`src/rtmch_pkg.sv`:
```
`default_nettype none
package rtmch_pkg;
  // ----------------------------------------------------------------
  // timing
  // ----------------------------------------------------------------
  localparam int CLK_PERIOD_NS = 50;
  localparam int RT_RESET_DELAY_US = 8;
  localparam int RT_RESET_DELAY_CYC = RT_RESET_DELAY_US * 1000 / CLK_PERIOD_NS;
  localparam int RST_PULSE_CYC = 2;

  // ----------------------------------------------------------------
  // apb register offsets
  // ----------------------------------------------------------------
  localparam logic [7:0] REG_START = 8'h00;
  localparam logic [7:0] REG_CFG2 = 8'h04;
  localparam logic [7:0] REG_CFG3 = 8'h08;
  localparam logic [7:0] REG_CFG7 = 8'h0c;
  localparam logic [7:0] REG_RTADDR = 8'h10;
  localparam logic [7:0] REG_ILLEGAL = 8'h14;
  localparam logic [7:0] REG_PTR_TX = 8'h18;
  localparam logic [7:0] REG_PTR_RX = 8'h1c;
  localparam logic [7:0] REG_STATUS = 8'h20;
  localparam logic [7:0] REG_BITW = 8'h24;
  localparam logic [7:0] REG_LASTCMD = 8'h28;

  // ----------------------------------------------------------------
  // field positions
  // ----------------------------------------------------------------
  localparam int START_SOFT_RST = 0;
  localparam int CFG2_LOAD_TT = 5;
  localparam int CFG3_ENH_MODE = 15;
  localparam int CFG3_ENH_MC = 0;
  localparam int CFG7_RST_PULSE = 0;
  localparam int CFG7_ENH_TT = 2;
  localparam int BITW_CCE = 1;
  localparam int BITW_LWC = 2;
  localparam int BITW_HWC = 3;
  localparam int CMD_ADDR_HI = 15;
  localparam int CMD_ADDR_LO = 11;
  localparam int CMD_TR = 10;
  localparam int CMD_SA_HI = 9;
  localparam int CMD_SA_LO = 5;
  localparam int CMD_MC_HI = 4;
  localparam int CMD_MC_LO = 0;

  // ----------------------------------------------------------------
  // codes and addresses
  // ----------------------------------------------------------------
  localparam logic [4:0] BCAST_ADDR = 5'h1f;
  localparam logic [4:0] SA_MODE_A = 5'h00;
  localparam logic [4:0] SA_MODE_B = 5'h1f;
  localparam logic [4:0] MC_SHUT = 5'h04;
  localparam logic [4:0] MC_UNSHUT = 5'h05;
  localparam logic [4:0] MC_INH = 5'h06;
  localparam logic [4:0] MC_UNINH = 5'h07;
  localparam logic [4:0] MC_RST = 5'h08;
  localparam logic [4:0] MC_RSV_LO = 5'h09;
  localparam logic [4:0] MC_RSV_HI = 5'h0f;
  localparam logic [4:0] MC_TVW = 5'h10;
  localparam logic [4:0] MC_SYNC = 5'h11;
  localparam logic [4:0] MC_TLC = 5'h12;
  localparam logic [1:0] WC_NONE = 2'h0;
  localparam logic [1:0] WC_ONE = 2'h1;
  localparam logic [15:0] RAM_TVW_RX = 16'h0110;
  localparam logic [15:0] RAM_SYNC_RX = 16'h0111;
  localparam logic [15:0] RAM_TLC_RX = 16'h0112;
  localparam logic [15:0] RAM_TLC_BC = 16'h0132;
  localparam logic [15:0] RAM_TVW_TX = 16'h0120;
  localparam logic [15:0] RAM_SYNC_TX = 16'h0121;

  typedef enum logic [3:0] {
    ST_IDLE = 4'b0001,
    ST_RAM = 4'b0010,
    ST_SEND = 4'b0100,
    ST_RST = 4'b1000
  } rtmch_state_t;

  typedef enum logic [2:0] {
    PA_NONE = 3'h0,
    PA_SHUT = 3'h1,
    PA_UNSHUT = 3'h2,
    PA_INH = 3'h3,
    PA_UNINH = 3'h4
  } rtmch_post_t;
endpackage : rtmch_pkg
`default_nettype wire

```
`src/rtmch_mode_code_handler.sv`:
```
// Behaviour
// - after status for transmitter shutdown, block transmitter of the alternate channel
// - shut transmitter re-enabled only by override, reset mode code, soft or master clear
// - override shutdown replies status, then re-enables alternate transmitter
// - inhibit terminal flag replies status, then stops terminal flag being set
// - broadcast inhibit sets broadcast bit, keeps terminal flag, sends no status
// - override inhibit replies status and lets terminal flag be set again
// - reset mode code replies status, clears error, broadcast, test word, shutdown, inhibit
// - broadcast reset sends no status, sets broadcast bit, keeps loopback terminal flag
// - internal reset completes about 8 us after the command
// - enhanced mode with pulse select gives two-cycle low pulse on reset output
// - reserved transmit codes reply status, message error if marked illegal
// - transmit vector word sends status plus word from 0x120 or lookup block
// - receive vector word with data replies status, stores word at 0x110 or block
// - synchronize stores data word at 0x111 or receive lookup block
// - sync word loads time tag when enabled, only with zero lsb in enhanced sync
// - transmit sync without data replies status plus word from 0x121 or block
// - transmit last command sends old status and previous non-repeat command
// - receive last command stores word at 0x112, broadcast at 0x132 quietly
// - invalid command is ignored with no reply
// - data after data-less mode code: no status, message error, high word count
// - transmit-only code with receive bit: no status, error, contents error, broadcast
// - broadcast of an allowed mode code sets broadcast bit and sends no status
// - enhanced mode codes need both enhanced mode and enhanced handling bits
`timescale 1ns/1ps
`default_nettype none
module rtmch_mode_code_handler
  import rtmch_pkg::*;
#(
  parameter int RST_DELAY_CYCLES = RT_RESET_DELAY_CYC
) (
  input wire logic pclk, // clock
  input wire logic presetn, // async reset, active low
  input wire logic psel, // apb select
  input wire logic penable, // apb enable
  input wire logic pwrite, // apb write
  input wire logic [7:0] paddr, // apb byte address
  input wire logic [31:0] pwdata, // apb write data
  output logic [31:0] prdata, // apb read data
  output logic pready, // apb ready
  output logic pslverr, // apb error, unmapped address
  input wire logic msg_valid, // message complete pulse
  input wire logic [15:0] msg_cmd, // received command word
  input wire logic msg_sync_ok, // command sync pattern good
  input wire logic msg_manch_ok, // command manchester good
  input wire logic msg_parity_ok, // command parity good
  input wire logic [1:0] msg_words, // data words: 0, 1, 2 = more
  input wire logic [15:0] msg_data, // first data word
  input wire logic msg_channel, // channel of message, 0 = a
  input wire logic loop_fail, // loopback failure pulse
  output logic tx_req, // start reply pulse
  output logic tx_with_data, // reply carries a data word
  output logic [15:0] tx_data, // reply data word
  input wire logic tx_done, // reply transmission finished pulse
  output logic [1:0] tx_shutdown, // per channel transmitter blocked
  output logic status_me, // message error status bit
  output logic status_bcast, // broadcast received status bit
  output logic status_tf, // terminal flag status bit
  output logic [15:0] bit_word, // built-in-test word
  output logic ram_req, // ram request
  output logic ram_we, // ram write
  output logic [15:0] ram_addr, // ram address
  output logic [15:0] ram_wdata, // ram write data
  input wire logic [15:0] ram_rdata, // ram read data, valid with ack
  input wire logic ram_ack, // ram done pulse
  output logic time_tag_load, // time tag load pulse
  output logic [15:0] time_tag_value, // time tag load value
  input wire logic hardware_master_clear_in, // master clear pin, active high
  output logic reset_pulse_out_n // reset pulse, active low
);

  if (RST_DELAY_CYCLES < 1 || RST_DELAY_CYCLES > 255) begin : g_bad_delay
    $error("RST_DELAY_CYCLES must be 1 to 255");
  end

  typedef struct packed {
    rtmch_state_t st;
    rtmch_post_t post;
    logic [7:0] cnt;
    logic [1:0] pls;
    logic rpo_n;
    logic me;
    logic bcast;
    logic tf;
    logic tf_inh;
    logic tf_loop;
    logic tf_keep;
    logic [1:0] tx_off;
    logic [15:0] bitw;
    logic [15:0] last_cmd;
    logic ch;
    logic quiet;
    logic send_data;
    logic [15:0] tx_data;
    logic tx_req;
    logic ram_req;
    logic ram_we;
    logic [15:0] ram_addr;
    logic [15:0] ram_wdata;
    logic tt_load;
    logic [15:0] tt_value;
    logic [15:0] cfg2;
    logic [15:0] cfg3;
    logic [15:0] cfg7;
    logic [4:0] own_addr;
    logic [15:0] illegal;
    logic [15:0] ptr_tx;
    logic [15:0] ptr_rx;
    logic pready;
    logic pslverr;
    logic [31:0] prdata;
    logic [2:0] mclr_s;
    logic mclr;
  } rtmch_regs_t;

  rtmch_regs_t r;
  rtmch_regs_t next_r;

  // ----------------------------------------------------------------
  // helpers
  // ----------------------------------------------------------------
  function automatic logic reg_known(input logic [7:0] a);
    case (a)
      REG_START, REG_CFG2, REG_CFG3, REG_CFG7, REG_RTADDR, REG_ILLEGAL,
      REG_PTR_TX, REG_PTR_RX, REG_STATUS, REG_BITW, REG_LASTCMD: reg_known = 1'b1;
      default: reg_known = 1'b0;
    endcase
  endfunction : reg_known

  function automatic rtmch_post_t post_of(input logic [4:0] mc);
    case (mc)
      MC_SHUT: post_of = PA_SHUT;
      MC_UNSHUT: post_of = PA_UNSHUT;
      MC_INH: post_of = PA_INH;
      MC_UNINH: post_of = PA_UNINH;
      default: post_of = PA_NONE;
    endcase
  endfunction : post_of

  // ----------------------------------------------------------------
  // command decode
  // ----------------------------------------------------------------
  logic [4:0] mc;
  logic [4:0] sa;
  logic [4:0] addr;
  logic tr;
  logic bc;
  logic enh;
  logic cmd_ok;
  logic acc;

  assign mc = msg_cmd[CMD_MC_HI:CMD_MC_LO];
  assign sa = msg_cmd[CMD_SA_HI:CMD_SA_LO];
  assign addr = msg_cmd[CMD_ADDR_HI:CMD_ADDR_LO];
  assign tr = msg_cmd[CMD_TR];
  assign bc = (addr == BCAST_ADDR);
  assign enh = r.cfg3[CFG3_ENH_MODE] && r.cfg3[CFG3_ENH_MC];
  assign cmd_ok = msg_sync_ok && msg_manch_ok && msg_parity_ok
                  && (bc || addr == r.own_addr);
  // invalid commands never reach acc, so nothing answers them
  assign acc = msg_valid && (r.st == ST_IDLE) && cmd_ok
               && (sa == SA_MODE_A || sa == SA_MODE_B)
               && (mc >= MC_SHUT) && (mc <= MC_TLC);

  // ----------------------------------------------------------------
  // next state
  // ----------------------------------------------------------------
  logic soft_rst;
  logic do_post;
  logic post_ch;
  rtmch_post_t post_sel;

  always_comb
  begin
    next_r = r;
    soft_rst = 1'b0;
    do_post = 1'b0;
    post_ch = r.ch;
    post_sel = PA_NONE;
    next_r.tx_req = 1'b0;
    next_r.tt_load = 1'b0;
    next_r.pready = 1'b0;
    next_r.pslverr = 1'b0;

    // master clear pin filter
    next_r.mclr_s = {r.mclr_s[1:0], hardware_master_clear_in};
    if (r.mclr_s[1] == r.mclr_s[2])
    begin
      next_r.mclr = r.mclr_s[2];
    end

    // reset pulse countdown
    if (!r.rpo_n)
    begin
      if (r.pls == 2'h0)
      begin
        next_r.rpo_n = 1'b1;
      end
      else
      begin
        next_r.pls = r.pls - 2'h1;
      end
    end

    // apb setup phase: answer is ready in the access phase
    if (psel && !penable)
    begin
      next_r.pready = 1'b1;
      next_r.pslverr = !reg_known(paddr);
      next_r.prdata = '0;
      case (paddr)
        REG_CFG2: next_r.prdata[15:0] = r.cfg2;
        REG_CFG3: next_r.prdata[15:0] = r.cfg3;
        REG_CFG7: next_r.prdata[15:0] = r.cfg7;
        REG_RTADDR: next_r.prdata[4:0] = r.own_addr;
        REG_ILLEGAL: next_r.prdata[15:0] = r.illegal;
        REG_PTR_TX: next_r.prdata[15:0] = r.ptr_tx;
        REG_PTR_RX: next_r.prdata[15:0] = r.ptr_rx;
        REG_STATUS: next_r.prdata[6:0] = {r.st != ST_IDLE, r.tx_off, r.tf_inh,
                                          r.tf, r.bcast, r.me};
        REG_BITW: next_r.prdata[15:0] = r.bitw;
        REG_LASTCMD: next_r.prdata[15:0] = r.last_cmd;
        default: next_r.prdata = '0;
      endcase
    end

    // apb write takes effect at the access edge
    if (psel && penable && r.pready && pwrite && !r.pslverr)
    begin
      case (paddr)
        REG_START: soft_rst = pwdata[START_SOFT_RST];
        REG_CFG2: next_r.cfg2 = pwdata[15:0];
        REG_CFG3: next_r.cfg3 = pwdata[15:0];
        REG_CFG7: next_r.cfg7 = pwdata[15:0];
        REG_RTADDR: next_r.own_addr = pwdata[4:0];
        REG_ILLEGAL: next_r.illegal = pwdata[15:0];
        REG_PTR_TX: next_r.ptr_tx = pwdata[15:0];
        REG_PTR_RX: next_r.ptr_rx = pwdata[15:0];
        default: soft_rst = 1'b0;
      endcase
    end

    case (r.st)
      ST_IDLE:
      begin
        if (acc)
        begin
          if (mc != MC_TLC)
          begin
            next_r.last_cmd = msg_cmd;
            next_r.me = 1'b0;
            next_r.bcast = 1'b0;
          end
          next_r.ch = msg_channel;
          next_r.post = PA_NONE;
          next_r.send_data = 1'b0;
          next_r.quiet = bc;
          next_r.tf_keep = r.tf_loop;
          next_r.tf_loop = 1'b0;
          if (mc <= MC_RSV_HI)
          begin
            if (!tr)
            begin
              next_r.me = 1'b1;
              next_r.bitw[BITW_CCE] = 1'b1;
              next_r.bcast = bc;
            end
            else if (msg_words != WC_NONE)
            begin
              next_r.me = 1'b1;
              next_r.bitw[BITW_HWC] = 1'b1;
            end
            else if (bc && mc > MC_RST)
            begin
              next_r.me = 1'b1;
              next_r.bcast = 1'b1;
              next_r.bitw[BITW_CCE] = 1'b1;
            end
            else if (mc == MC_RST)
            begin
              next_r.bcast = bc;
              next_r.cnt = RST_DELAY_CYCLES[7:0];
              next_r.st = ST_RST;
            end
            else if (bc)
            begin
              next_r.bcast = 1'b1;
              do_post = 1'b1;
              post_ch = msg_channel;
              post_sel = post_of(mc);
            end
            else
            begin
              if (mc >= MC_RSV_LO && r.illegal[mc[3:0]])
              begin
                next_r.me = 1'b1;
              end
              next_r.post = post_of(mc);
              next_r.tx_req = 1'b1;
              next_r.st = ST_SEND;
            end
          end
          else if (tr)
          begin
            if (msg_words != WC_NONE)
            begin
              next_r.me = 1'b1;
              next_r.bitw[BITW_HWC] = 1'b1;
            end
            else if (bc)
            begin
              next_r.me = 1'b1;
              next_r.bcast = 1'b1;
              next_r.bitw[BITW_CCE] = 1'b1;
            end
            else if (mc == MC_TLC)
            begin
              next_r.tx_data = r.last_cmd;
              next_r.send_data = 1'b1;
              next_r.tx_req = 1'b1;
              next_r.st = ST_SEND;
            end
            else
            begin
              next_r.ram_req = 1'b1;
              next_r.ram_we = 1'b0;
              next_r.ram_addr = !enh ? r.ptr_tx
                                : (mc == MC_TVW) ? RAM_TVW_TX : RAM_SYNC_TX;
              next_r.send_data = 1'b1;
              next_r.st = ST_RAM;
            end
          end
          else if (msg_words != WC_ONE)
          begin
            next_r.me = 1'b1;
            next_r.bcast = bc;
            if (msg_words == WC_NONE)
            begin
              next_r.bitw[BITW_LWC] = 1'b1;
            end
            else
            begin
              next_r.bitw[BITW_HWC] = 1'b1;
            end
          end
          else
          begin
            next_r.bcast = bc;
            next_r.ram_req = 1'b1;
            next_r.ram_we = 1'b1;
            next_r.ram_wdata = msg_data;
            if (mc == MC_TLC)
            begin
              next_r.ram_addr = bc ? RAM_TLC_BC : RAM_TLC_RX;
            end
            else if (!enh)
            begin
              next_r.ram_addr = r.ptr_rx;
            end
            else
            begin
              next_r.ram_addr = (mc == MC_TVW) ? RAM_TVW_RX : RAM_SYNC_RX;
            end
            if (mc == MC_SYNC && r.cfg2[CFG2_LOAD_TT]
                && !(r.cfg7[CFG7_ENH_TT] && msg_data[0]))
            begin
              next_r.tt_load = 1'b1;
              next_r.tt_value = msg_data;
            end
            next_r.st = ST_RAM;
          end
        end
      end
      ST_RAM:
      begin
        if (ram_ack)
        begin
          next_r.ram_req = 1'b0;
          if (!r.ram_we)
          begin
            next_r.tx_data = ram_rdata;
          end
          if (r.quiet)
          begin
            next_r.st = ST_IDLE;
          end
          else
          begin
            next_r.tx_req = 1'b1;
            next_r.st = ST_SEND;
          end
        end
      end
      ST_SEND:
      begin
        if (tx_done)
        begin
          do_post = 1'b1;
          post_sel = r.post;
          next_r.st = ST_IDLE;
        end
      end
      ST_RST:
      begin
        if (r.cnt > 8'h01)
        begin
          next_r.cnt = r.cnt - 8'h01;
        end
        else
        begin
          next_r.me = 1'b0;
          next_r.bcast = r.quiet;
          next_r.bitw = '0;
          next_r.tx_off = '0;
          next_r.tf_inh = 1'b0;
          next_r.tf = r.quiet && r.tf_keep && r.tf;
          if (r.cfg3[CFG3_ENH_MODE] && r.cfg7[CFG7_RST_PULSE])
          begin
            next_r.rpo_n = 1'b0;
            next_r.pls = 2'(RST_PULSE_CYC - 1);
          end
          next_r.send_data = 1'b0;
          if (r.quiet)
          begin
            next_r.st = ST_IDLE;
          end
          else
          begin
            next_r.tx_req = 1'b1;
            next_r.st = ST_SEND;
          end
        end
      end
      default: next_r.st = ST_IDLE;
    endcase

    // actions that follow the reply, or a broadcast at once
    if (do_post)
    begin
      case (post_sel)
        PA_SHUT: next_r.tx_off[!post_ch] = 1'b1;
        PA_UNSHUT: next_r.tx_off[!post_ch] = 1'b0;
        PA_INH: next_r.tf_inh = 1'b1;
        PA_UNINH: next_r.tf_inh = 1'b0;
        default: next_r.post = PA_NONE;
      endcase
    end

    // software reset and master clear
    if (soft_rst || r.mclr)
    begin
      next_r.st = ST_IDLE;
      next_r.tx_off = '0;
      next_r.me = 1'b0;
      next_r.bcast = 1'b0;
      next_r.tf = 1'b0;
      next_r.tf_inh = 1'b0;
      next_r.bitw = '0;
      next_r.ram_req = 1'b0;
      next_r.tx_req = 1'b0;
      next_r.tt_load = 1'b0;
    end

    // a loopback failure wins over any clear in the same cycle
    if (loop_fail && !next_r.tf_inh)
    begin
      next_r.tf = 1'b1;
      next_r.tf_loop = 1'b1;
    end
  end

  // ----------------------------------------------------------------
  // state register
  // ----------------------------------------------------------------
  always_ff @(posedge pclk or negedge presetn)
  begin
    if (!presetn)
    begin
      r <= '0;
      r.st <= ST_IDLE;
      r.post <= PA_NONE;
      r.rpo_n <= 1'b1;
    end
    else
    begin
      r <= next_r;
    end
  end

  assign prdata = r.prdata;
  assign pready = r.pready;
  assign pslverr = r.pslverr;
  assign tx_req = r.tx_req;
  assign tx_with_data = r.send_data;
  assign tx_data = r.tx_data;
  assign tx_shutdown = r.tx_off;
  assign status_me = r.me;
  assign status_bcast = r.bcast;
  assign status_tf = r.tf;
  assign bit_word = r.bitw;
  assign ram_req = r.ram_req;
  assign ram_we = r.ram_we;
  assign ram_addr = r.ram_addr;
  assign ram_wdata = r.ram_wdata;
  assign time_tag_load = r.tt_load;
  assign time_tag_value = r.tt_value;
  assign reset_pulse_out_n = r.rpo_n;

endmodule : rtmch_mode_code_handler
`default_nettype wire

```
`config.mk`:
```
export PLATFORM = sky130hd
export DESIGN_NAME = rtmch_mode_code_handler
export DESIGN_NICKNAME = d
export VERILOG_FILES = /design/src/rtmch_pkg.sv /design/src/rtmch_mode_code_handler.sv
export SDC_FILE = /design/constraint.sdc
export NUM_CORES = 1
export LEC_CHECK = 0
export BUFFER_PORTS_ARGS = -buffer_cell sky130_fd_sc_hd__buf_2
export CORE_UTILIZATION = 59
export CTS_CLUSTER_DIAMETER = 150
export CTS_CLUSTER_SIZE = 40
export DETAILED_ROUTE_END_ITERATION = 10
export PLACE_DENSITY_LB_ADDON = 0.25
export SYNTH_ARGS = -nofsm -noshare
export SYNTH_HDL_FRONTEND = slang
export SYNTH_SLANG_ARGS = --single-unit
export TNS_END_PERCENT = 1
```
`constraint.sdc`:
```
create_clock -name pclk -period 4.8 [get_ports pclk]
set_input_delay 0.72 -clock pclk [delete_from_list [all_inputs] [get_ports pclk]]
set_output_delay 0.72 -clock pclk [all_outputs]
set_load 0.01 [all_outputs]
```
After elaboration in Yosys (flattened, before gate mapping)
Cells that the tools add are included.
{"block": "totals", "elab_cells": 368, "input_bits": 104, "n_memories": 0, "regBits": 252, "latch_bits": 0, "rom_bits": 0, "ram_bits": 0}
{"block": "classes", "magnitude_cmp": 9, "div_mod_pow": 0, "bitwise": 6, "multipliers": 0, "n_shift": 0, "reduce_logical": 72, "eq_ne": 75, "n_mux": 164, "addsub": 2}
{"operator": "$mux W18", "count": 6}
{"operator": "$mux W51", "count": 2}
{"operator": "$mux W36", "count": 2}
{"operator": "$pmux W9 S8", "count": 1}
{"operator": "$mux W69", "count": 1}
{"operator": "$mux W17", "count": 4}
{"operator": "$mux W1", "count": 64}
{"operator": "$mux W16", "count": 4}
{"operator": "$mux W7", "count": 9}
{"operator": "$mux W15", "count": 4}
{"operator": "$mux W3", "count": 18}
{"operator": "$pmux W5 S10", "count": 1}
{"operator": "$mux W4", "count": 11}
{"operator": "$ne A4 B3 Y1 const B", "count": 9}
{"operator": "$mux W34", "count": 1}
{"operator": "$mux W33", "count": 1}
{"operator": "$eq A8 B5 Y1 const B", "count": 4}
{"operator": "$pmux W16 S2", "count": 1}
{"operator": "$mux W2", "count": 14}
{"operator": "$ne A2 B2 Y1 const B", "count": 14}
{"operator": "$eq A5 B5 Y1 const B", "count": 5}
{"operator": "$eq A8 B6 Y1 const B", "count": 3}
{"operator": "$logic_and A1 B1 Y1", "count": 24}
{"operator": "$reduce_and A8 Y1", "count": 3}
{"operator": "other kinds (66)", "count": 122}

Logic depth before layout (Yosys ltp)
Gate-level depths: netlist of run 1.
{"block": "depth", "ltp_word": 19, "ltp_mapped": 10, "ltp_nobuf": 7}

Least setup slack after synthesis of run 1
No wires, ideal clock.
{"block": "synth_path", "path_kind": "input to register", "start": "input msg_cmd[5]", "end": "register r (netlist bit ram_wdata[10])", "arrival_ns": 2.835, "path_stages": 6, "slack_ns": 1.840, "n_path_buf": 1, "path_cell_list": "or4_1 -> mux2i_1 -> nand2_4 -> nor4_4 -> buf_2 -> mux2_2"}
{"block": "synth_between", "elab_chain_len": 6, "word_cells_on_any_way": 7, "cone_classes": "eq/ne: 1; reduce/logical: 6"}
{"item": "start, declared", "line": "rtmch_mode_code_handler.sv:43", "source": "input wire logic [15:0] msg_cmd,"}
{"item": "$eq A5 B5 Y1 / $logic_not A5 Y1 (equally long branches)", "line": "rtmch_mode_code_handler.sv:162", "source": "&& (sa == SA_MODE_A || sa == SA_MODE_B)"}
{"item": "$logic_or A1 B1 Y1 (*)", "line": "rtmch_mode_code_handler.sv:162"}
{"item": "$logic_and A1 B1 Y1 (*)", "line": "rtmch_mode_code_handler.sv:162"}
{"item": "$logic_and A1 B1 Y1 (*) (2 in series)", "line": "rtmch_mode_code_handler.sv:163", "source": "&& (mc >= MC_SHUT) && (mc <= MC_TLC);"}
{"item": "$reduce_and A5 Y1 (no source line) (*)"}
{"item": "end signal, assigned", "line": "rtmch_mode_code_handler.sv:486", "source": "r <= next_r;"}
{"item": "end, declared", "line": "rtmch_mode_code_handler.sv:116", "source": "rtmch_regs_t r;"}
Every way passes the cells marked *; elsewhere a longest branch is shown, timed or not.
A chain may end at the register's enable or synchronous reset.

==> out/results.txt, run 1 <==
Die Y = 145 um
wl on met1 = 12,500 um
# setup viols final = 0
register area share after synthesis = 0.498
CP Capture Type = register
post-CTS setup buffers = 0
Worst R2R Start = r[264]$_DFFE_PN1P_
drt wl/cell = 22.1 um
aggregate routed wire length = 30,600 um
root buf cell = clkbuf_16
fill count = 1,591
P&R area growth vs syn = 5.77%
worst-case reg-to-reg path depth = 6
post-layout min period = 3.15 ns
share of the synthesized area in the top cell type = 0.493
Worst EP required = 5.23 ns
Clock Skew = 0.0164 ns
vias in the first global route = 8,226
crit path DAT = 3.57 ns
metal3 WL = 2200 um
flop-to-flop setup slack = 1.65 ns
RSZ-0062 raised after global routing = no
io pins = 229
pre-CTS setup slack = 1.29 ns
synthesis-stage register bit count = 239
Slew headroom = 0.201
leading area contributor after synthesis = dfrtp_1
post-route ant nets = 0
Synth async-reset ratio = 1.00
Initial Utilization = 0.610
CTS resizes = 0
Final Worst Setup Slack = 1.65 ns
Post-synth EDFFs = 0
initial detailed-routing violation count = 602
Hold Vio Cnt, Final = 0
Max clock buf depth = 3
CTS Sinks = 239
gpl congestion = 1.00
Critical Path End = r[261]$_DFF_PN0_
Nets = 1,221
cts hold-fix bufs = 0
Final Cycle Share = 0.656
Synth Area per Inst = 11.5 sq um
critical path fanouts, max = 14
Power Density = 255 nW/um^2
Yosys cell types = 77
Pre-antenna DRT Iters = 6
top post-synthesis cells by area = dfrtp_1, mux2_2, buf_4, a22oi_1, nand2_1
max-capacitance violation count = 0
Core Region = 19,700 sq um
Max Fclk = 0.318 GHz
CTS tree = done
die area = 21,000 sq um
hpwl dp = 22,100 um
GRT Total Usage = 0.296
DRC = 0
via count = 8,599
P_leak = 6.49 nW
type of origin of the critical path = register
CP Launch Point = r[264]$_DFFE_PN1P_
Max VDD drop = 202 uV
max-slew violations = 0
status = complete, no violations
Mapped Cells = 1,044
grt ovf = 0
terminus of the critical flop-to-flop path = r[261]$_DFF_PN0_
prevailing post-synth register cell = dfrtp_1
fraction of layout cells with a size suffix above 1 = 0.354
worst skew pair latency = 0.49 ns
row cnt = 51
clk slew on worst S/H paths = 0.15 ns
CTS buffer count = 9
antenna violations before repair = 2
Util after Layout = 0.645
H-Tree Depth = 1
DR top layer = met5
Die Width = 145 um
input/output buffers = 183
commonest non-fill, non-tap cell in the layout = dfrtp_1
yosys warns = 0
Hold Path Class = input port to asynchronous set/reset pin
commonest cells after routing, fill and taps aside = dfrtp_1, buf_2, mux2_2
largest net degree at the start of global routing = 126
Worst Max-Slew Pin Slew = 1.18 ns
Total Neg Setup Slack = 0 ns
number of vias per cell = 6.22
critical path class = register to register
first-pass GRT wire length = 46,500 um
Post-Syn Area = 12,000 sq um
WL met2 = 14,700 um
[critical path, cell delays in order (launching register included)]
cell and delay (ns):
dfstp_2 0.62, or4b_1 0.73, nor2_8 0.23, and2_1 0.29
nand3_1 0.44, or4b_1 0.63, a21oi_1 0.15
[flip-flops by register name, summed over array words and instances (netlist names), 2 cells and up]
register and count:
r 141, prdata 16, ram_addr 16, ram_wdata 16, time_tag_value 16, tx_data 16, bit_word 3, next_r 2
tx_shutdown 2
[per-stage QoR]
step / instance area [sq um] / total power, W / hold WS (ns) / instances
2_1_floorplan: 12100 / 0.00221 / 0.331 / 1072
3_3_place_gp: 12500 / 0.00233 / 0.340 / 1369
3_5_place_dp: 12500 / 0.00233 / 0.336 / 1369
4_1_cts: 12700 / 0.00327 / 0.329 / 1382
5_1_grt: 12700 / 0.00335 / 0.323 / 1383
6_report: 12700 / 0.00325 / 0.323 / 1383
[report_power, final]
group	total [W]	switching, W	internal [W]
Sequential	0.00204	0.0000149	0.00203
Clock	0.000948	0.000593	0.000355
Combinational	0.000254	0.000177	0.0000769
Total	0.00325	0.000785	0.00246
[cell type report]
cell class / instances / area, sq um / share of cell area
antenna: 1 / 2.50 / 0.000197
sequential: 239 / 5980 / 0.470
timing repair buffer: 204 / 1100 / 0.0862
inverter: 11 / 41.3 / 0.00325
tap: 265 / 332 / 0.0261
clock buffer: 13 / 240 / 0.0189
multi-input combinational: 650 / 5020 / 0.395
[routing by layer]
layer,vias up,track usage
li1,3871,-
met3,68,0.0533
met4,2,0.114
met2,361,0.491
met1,4297,0.388
met5,-,0
[Yosys cell counts (3+ instances only)]
master	instances
nor4b_1	6
a21oi_1	32
o211ai_1	4
nand2_1	63
inv_1	11
a222oi_1	18
buf_2	6
a22o_1	24
a31oi_1	14
and3_1	8
dfrtp_1	237
xor2_1	4
a32oi_1	6
o31ai_1	13
and2_1	8
buf_4	115
a221oi_1	4
a31o_2	3
nand4_1	8
nor3_1	12
a22oi_1	32
nand3_1	10
nor4_1	6
buf_1	4
xnor2_1	4
clkbuf_1	45
mux2i_1	5
nor3b_1	4
nand2b_1	7
o21a_1	3
a21o_1	19
a211oi_1	3
mux2_2	153
or3_1	6
nand3b_1	5
mux2_4	9
nor2_1	33
o21ai_0	42
o22ai_1	3
[cells by family (layout without fill, tap and decap cells)]
kind of cell,count (synthesis),in the layout,share of synthesized area
compound gates,247,247,0.148
mux,169,169,0.162
other cells,1,30,0.000312
flops,239,239,0.498
xor+xnor,8,8,0.00583
fa+ha+maj,3,3,0.00291
buf+inv,183,228,0.0949
simple gates,194,194,0.0876
[how the worst min path moves through the flow]
stage | start | end | slack, ns
finish | presetn | r[267]$_DFFE_PN0P_ | 0.32
global placement | next_r[2]$_DFF_PN0_ | next_r[3]$_DFF_PN0_ | 0.34
detailed placement | next_r[2]$_DFF_PN0_ | next_r[3]$_DFF_PN0_ | 0.34
global route | hardware_master_clear_in | next_r[2]$_DFF_PN0_ | 0.32
CTS | hardware_master_clear_in | next_r[2]$_DFF_PN0_ | 0.33
floorplan | next_r[2]$_DFF_PN0_ | next_r[3]$_DFF_PN0_ | 0.33
Power figures use the tool's default switching activity.
==> run 2: changes to the inputs <==
--- a/config.mk
+++ b/config.mk
@@ -6,7 +6,7 @@
 export NUM_CORES = 1
 export LEC_CHECK = 0
 export BUFFER_PORTS_ARGS = -buffer_cell sky130_fd_sc_hd__buf_2
-export CORE_UTILIZATION = 59
+export CORE_UTILIZATION = 56
 export CTS_CLUSTER_DIAMETER = 150
 export CTS_CLUSTER_SIZE = 40
 export DETAILED_ROUTE_END_ITERATION = 10
==> constraint.sdc (replaced) <==
create_clock -name pclk -period 3.2 [get_ports pclk]
set_input_delay 0.48 -clock pclk [delete_from_list [all_inputs] [get_ports pclk]]
set_output_delay 0.48 -clock pclk [all_outputs]
set_load 0.01 [all_outputs]
==> out/results.txt, run 2 (same netlist as run 1, synthesis figures left out) <==
Core Region = 21,000 sq um (+6.6%)
max-capacitance violation count = 0 (unchanged)
gpl congestion = 1.02 (+1.6%)
Placed Cells = 1,401 (+2.3%)
failing checks = hold timing
critical path class = register to register
aggregate routed wire length = 31,100 um (+1.6%)
largest net degree at the start of global routing = 87 (-31%)
CTS tree = done
Final Cell Area = 12,900 sq um (+1.4%)
hpwl dp = 22,700 um (+2.5%)
Die Width = 149 um (+2.6%)
commonest cells after routing, fill and taps aside = dfrtp_1, buf_2, mux2_2
Slowest-stage cell, CP = dfstp_2
post-route ant nets = 0 (unchanged)
vias in the first global route = 8,278 (+0.63%)
max-slew violations = 0 (unchanged)
hold_ws = -0.0429 ns (-0.366 ns)
max FFs per register = 141 (unchanged)
die area = 22,100 sq um (+5.3%)
RSZ-0062 raised after global routing = no
delay-heaviest family, CP = simple AND/OR/NAND/NOR gates
antenna violations before repair = 3 (+1)
placed cell area = 12,700 sq um (+1.4%)
commonest non-fill, non-tap cell in the layout = dfrtp_1
Max VDD drop = 329 uV (+63%)
Final Cycle Share = 0.870 (+0.214)
Die Y = 149 um (+2.6%)
flop-to-flop setup slack = 0.42 ns (-1.24 ns)
CP Capture Type = register
critical-path cell list = or4b_1, nor2_8, nand4_2, o21ai_0, or3b_1, a32o_1
worst skew pair latency = 0.48 ns (about the same)
GRT Total Usage = 0.282 (-0.0145)
drt wl/cell = 22.0 um (-0.58%)
P_leak = 6.60 nW (+1.7%)
Nets = 1,243 (+1.8%)
Power Density = 377 nW/um^2 (+48%)
CTS buffer count = 9 (unchanged)
via count = 8,768 (+2.0%)
number of vias per cell = 6.20 (-0.27%)
row cnt = 53 (+3.9%)
fraction of layout cells with a size suffix above 1 = 0.367 (+0.0131)
clk slew on worst S/H paths = 0.15 ns (about the same)
Pre-antenna DRT Iters = 5 (-1)
post-CTS setup buffers = 0 (unchanged)
Final Worst Setup Slack = 0.417 ns (-1.24 ns)
Worst EP required = 3.59 ns (-1.64 ns)
critical path fanouts, max = 9 (-5)
io pins = 229 (unchanged)
largest stage delay on the critical path = 0.61 ns (-0.12 ns)
Top reg by flops = r
P&R area growth vs syn = 7.21%
cts hold-fix bufs = 0 (unchanged)
Hold Path Class = input port to asynchronous set/reset pin
Hold Vio Cnt, Final = 19 (+19)
Worst Max-Slew Pin Slew = 0.956 ns (-0.226 ns)
Total Neg Setup Slack = 0 ns (unchanged)
status = finished, violations left
root buf cell = clkbuf_16
CTS resizes = 0 (unchanged)
H-Tree Depth = 1 (unchanged)
type of origin of the critical path = register
input/output buffers = 183 (unchanged)
Max clock buf depth = 3 (unchanged)
WP buf/inv = 0 (unchanged)
crit path DAT = 3.17 ns (-0.40 ns)
Max Fclk = 0.359 GHz (+13%)
pre-CTS setup slack = 0.287 ns (-1.00 ns)
final std cells w/o fill = 1,414 (+2.2%)
CTS Sinks = 239 (unchanged)
grt ovf = 0 (unchanged)
initial detailed-routing violation count = 791 (+31%)
post-layout min period = 2.78 ns (-0.365 ns)
Slew headroom = 0.360 (+0.158)
# setup viols final = 0 (unchanged)
Initial Utilization = 0.572 (-0.0378)
Clock Skew = 0.0157 ns (-0.000712 ns)
first-pass GRT wire length = 47,400 um (+2.0%)
DRC = 0 (unchanged)
## run 2: changes by cell type in the layout (fill, tap and decap cells not counted), sizes merged
cell / change
clkbuf: -2
diode: +1
buf: +22
## run 2: cell type report
type / instances / area [sq um]
diodes: 2 / 5.00
clock buffers: 11 / 233
fillers: 1748 / 8130
inverters: 11 / 41.3
multi-input cells: 650 / 5020
flip-flops and latches: 239 / 5980
well taps: 275 / 344
repair buffers: 226 / 1260
## run 2: metrics by stage
stage / power, W / utilization
after global routing: 0.00502 / 0.613
after CTS: 0.00489 / 0.613
after detailed placement: 0.00351 / 0.602
after floorplan: 0.00331 / -
final: 0.00486 / 0.613
after global placement: 0.00351 / 0.602
## run 2: path summary, 6_finish.rpt
| kind | start | to | cells after the start |
|---|---|---|---|
| setup reg to reg | r[264]$_DFFE_PN1P_ | r[245]$_DFFE_PN0P_ | 6 |
| min in group pclk | hardware_master_clear_in | next_r[2]$_DFF_PN0_ | 1 |
| setup / recovery | r[264]$_DFFE_PN1P_ | r[245]$_DFFE_PN0P_ | 6 |
| max in group asynchronous | presetn | reset_pulse_out_n$_DFF_PN1_ | 2 |
| hold reg to reg | next_r[2]$_DFF_PN0_ | next_r[3]$_DFF_PN0_ | 0 |
| hold / removal | presetn | r[267]$_DFFE_PN0P_ | 1 |
## run 2: power breakdown
part	leakage (nW)	total [W]	internal [W]	switching, W
sequential	3.26	0.00307	0.00304	0.0000228
combinational	3.23	0.000392	0.000126	0.000266
clock	0.113	0.00140	0.000524	0.000880
## run 2: layer usage
metal  GRT usage  share of wire  wire [um]  vias to the layer above
met5           0        0.00042         13                        -
met4      0.0892          0.032        984                        2
met3      0.0325          0.072       2250                       58
met2       0.471           0.49      15100                      404
met1       0.385           0.41      12700                     4403
li1            -              -          -                     3901
==> run 3: changes to the inputs <==
--- a/config.mk
+++ b/config.mk
@@ -11,6 +11,7 @@
 export CTS_CLUSTER_SIZE = 40
 export DETAILED_ROUTE_END_ITERATION = 10
 export PLACE_DENSITY_LB_ADDON = 0.25
+export SETUP_SLACK_MARGIN = 0.5
 export SYNTH_ARGS = -nofsm -noshare
 export SYNTH_HDL_FRONTEND = slang
 export SYNTH_SLANG_ARGS = --single-unit
==> constraint.sdc (replaced) <==
create_clock -name pclk -period 2.85 [get_ports pclk]
set_input_delay 0.4275 -clock pclk [delete_from_list [all_inputs] [get_ports pclk]]
set_output_delay 0.4275 -clock pclk [all_outputs]
set_load 0.01 [all_outputs]
==> out/results.txt, run 3 (same netlist as run 1, synthesis figures left out) <==
status = complete, no violations
post-route ant nets = 0 (unchanged)
GRT Total Usage = 0.291 (+0.00966)
Max VDD drop = 433 uV (+32%)
Sw Share = 0.245 (+0.00429)
io pins = 229 (unchanged)
Final Cycle Share = 0.823 (-0.0470)
Total Neg Setup Slack = 0 ns (unchanged)
critical path fanouts, max = 5 (-4)
Initial Utilization = 0.572 (unchanged)
clock network fraction of total power = 0.292 (+0.003)
hold_ws = 0.0304 ns (+0.0733 ns)
Worst EP required = 3.25 ns (-0.34 ns)
post-layout min period = 2.34 ns (-0.438 ns)
commonest cells after routing, fill and taps aside = dfrtp_1, buf_2, mux2_2
Max Fclk = 0.427 GHz (+19%)
internal power = 0.00418 W (+13%)
critical-path cell list = or4b_4, nor2_8, nand4_4, o21a_1, or3b_1, a32o_1
DRC = 0 (unchanged)
hpwl dp = 23,500 um (+3.5%)
grt ovf = 0 (unchanged)
drt wl/cell = 22.0 um (+0.24%)
worst-case reg-to-reg path depth = 6 (unchanged)
aggregate routed wire length = 31,900 um (+2.6%)
Net Switching = 0.00135 W (+16%)
commonest non-fill, non-tap cell in the layout = dfrtp_1
Max clock buf depth = 3 (unchanged)
number of vias per cell = 6.18 (-0.41%)
Clock Skew = 0.0149 ns (-0.000826 ns)
WP buf/inv = 0 (unchanged)
CTS Sinks = 239 (unchanged)
Hold Path Cell Cnt = 1
row cnt = 53 (unchanged)
delay-heaviest family, CP = simple AND/OR/NAND/NOR gates
Hold Vio Cnt, Final = 0 (-19)
Power Density = 419 nW/um^2 (+11%)
RSZ-0062 raised after global routing = yes
clk slew on worst S/H paths = 0.15 ns (about the same)
antenna violations before repair = 3 (unchanged)
type of origin of the critical path = register
root buf cell = clkbuf_16
fraction of layout cells with a size suffix above 1 = 0.387 (+0.0199)
combinational fraction of design power = 0.087 (+0.006)
Top reg by flops = r
H-Tree Depth = 1 (unchanged)
die area = 22,100 sq um (unchanged)
largest stage delay on the critical path = 0.56 ns (-0.05 ns)
largest net degree at the start of global routing = 77 (-11%)
worst skew pair latency = 0.49 ns (about the same)
fill count = 1,722 (-1.5%)
CP Depth = 6 (unchanged)
P&R area growth vs syn = 9.94%
Pre-antenna DRT Iters = 6 (+1)
max-slew violations = 0 (unchanged)
Hold Path Class = input port to register
Nets = 1,273 (+2.4%)
CTS tree = done
P_leak = 6.76 nW (+2.3%)
Worst Max-Slew Pin Slew = 0.748 ns (-0.208 ns)
crit path DAT = 2.74 ns (-0.43 ns)
Slew headroom = 0.495 (+0.135)
max-capacitance violation count = 0 (unchanged)
Die Y = 149 um (unchanged)
# setup viols final = 0 (unchanged)
vias in the first global route = 8,727 (+5.4%)
input/output buffers = 183 (unchanged)
initial detailed-routing violation count = 768 (-2.9%)
Core Region = 21,000 sq um (unchanged)
critical path class = register to register
first-pass GRT wire length = 49,400 um (+4.1%)
gpl congestion = 0.942 (-7.7%)
via count = 8,936 (+1.9%)
max FFs per register = 141 (unchanged)
Die Width = 149 um (unchanged)
CTS buffer count = 9 (unchanged)
CP Capture Type = register
Slowest-stage cell, CP = dfstp_2
power consumption = 0.00553 W (+14%)
Seq pwr share = 0.621 (-0.010)
## run 3: changes by cell type in the layout (fill, tap and decap cells not counted), sizes merged
cell	change
diode	+1
buf	+29
dlygate4sd3	+1
clkbuf	+2
## run 3: metrics by stage
| step | cell area (sq um) | util | instances | setup WS (ns) |
|---|---|---|---|---|
| finish | 13200 | 0.629 | 1447 | 0.506 |
| global route | 13200 | 0.629 | 1446 | 0.410 |
| CTS | 13200 | 0.628 | 1444 | 0.450 |
| detailed placement | 12900 | 0.613 | 1424 | 0.136 |
| global placement | 12900 | 0.613 | 1424 | 0.161 |
| floorplan | 12100 | - | 1072 | 0.315 |
## run 3: path summary, 6_finish.rpt
| check | from | to | slack [ns] |
|---|---|---|---|
| setup / recovery | r[264]$_DFFE_PN1P_ | r[245]$_DFFE_PN0P_ | 0.51 |
| hold reg to reg | next_r[2]$_DFF_PN0_ | next_r[3]$_DFF_PN0_ | 0.38 |
| setup reg to reg | r[264]$_DFFE_PN1P_ | r[245]$_DFFE_PN0P_ | 0.51 |
| min in group asynchronous | presetn | ram_addr[13]$_DFFE_PN0P_ | 0.50 |
| max in group asynchronous | presetn | reset_pulse_out_n$_DFF_PN1_ | 1.57 |
| hold / removal | hardware_master_clear_in | next_r[2]$_DFF_PN0_ | 0.03 |
## run 3: what timing repair did
item,CTS,global route
cloned,0,0
pin swaps,3,1
gates resized for setup,6,2
endpoints found under the hold margin,70,0
hold buffers,1,0
buffers inserted,6,0
endpoints found under the setup margin,80,70
## run 3: power groups by stage
stage / combinational (W) / clock (W) / sequential, W
floorplan: 0.000224 / 0 / 0.00350
global placement: 0.000453 / 0 / 0.00350
detailed placement: 0.000459 / 0 / 0.00350
CTS: 0.000477 / 0.00163 / 0.00344
global route: 0.000529 / 0.00173 / 0.00344
finish: 0.000484 / 0.00161 / 0.00344
## run 3: worst reg2reg max path: stages, from the launching register on
cell	delay, ns
dfstp_2	0.56
or4b_4	0.50
nor2_8	0.15
nand4_4	0.13
o21a_1	0.25
or3b_1	0.40
a32o_1	0.28
## run 3: metal layers
metal | vias to the layer above | share of wire | GRT usage
li1 | 3964 | - | -
met1 | 4501 | 0.41 | 0.394
met2 | 407 | 0.48 | 0.488
met3 | 62 | 0.080 | 0.0393
met4 | 2 | 0.028 | 0.0892
met5 | - | 0.00025 | 0
## run 3: final cells by class
class	instances	area [sq um]	area share
clock buffer	13	240	0.0182
antenna	3	7.51	0.000568
multi-input combinational	650	5070	0.384
tap	275	344	0.0260
sequential	239	5990	0.453
timing repair buffer	256	1530	0.116
inverter	11	41.3	0.00312
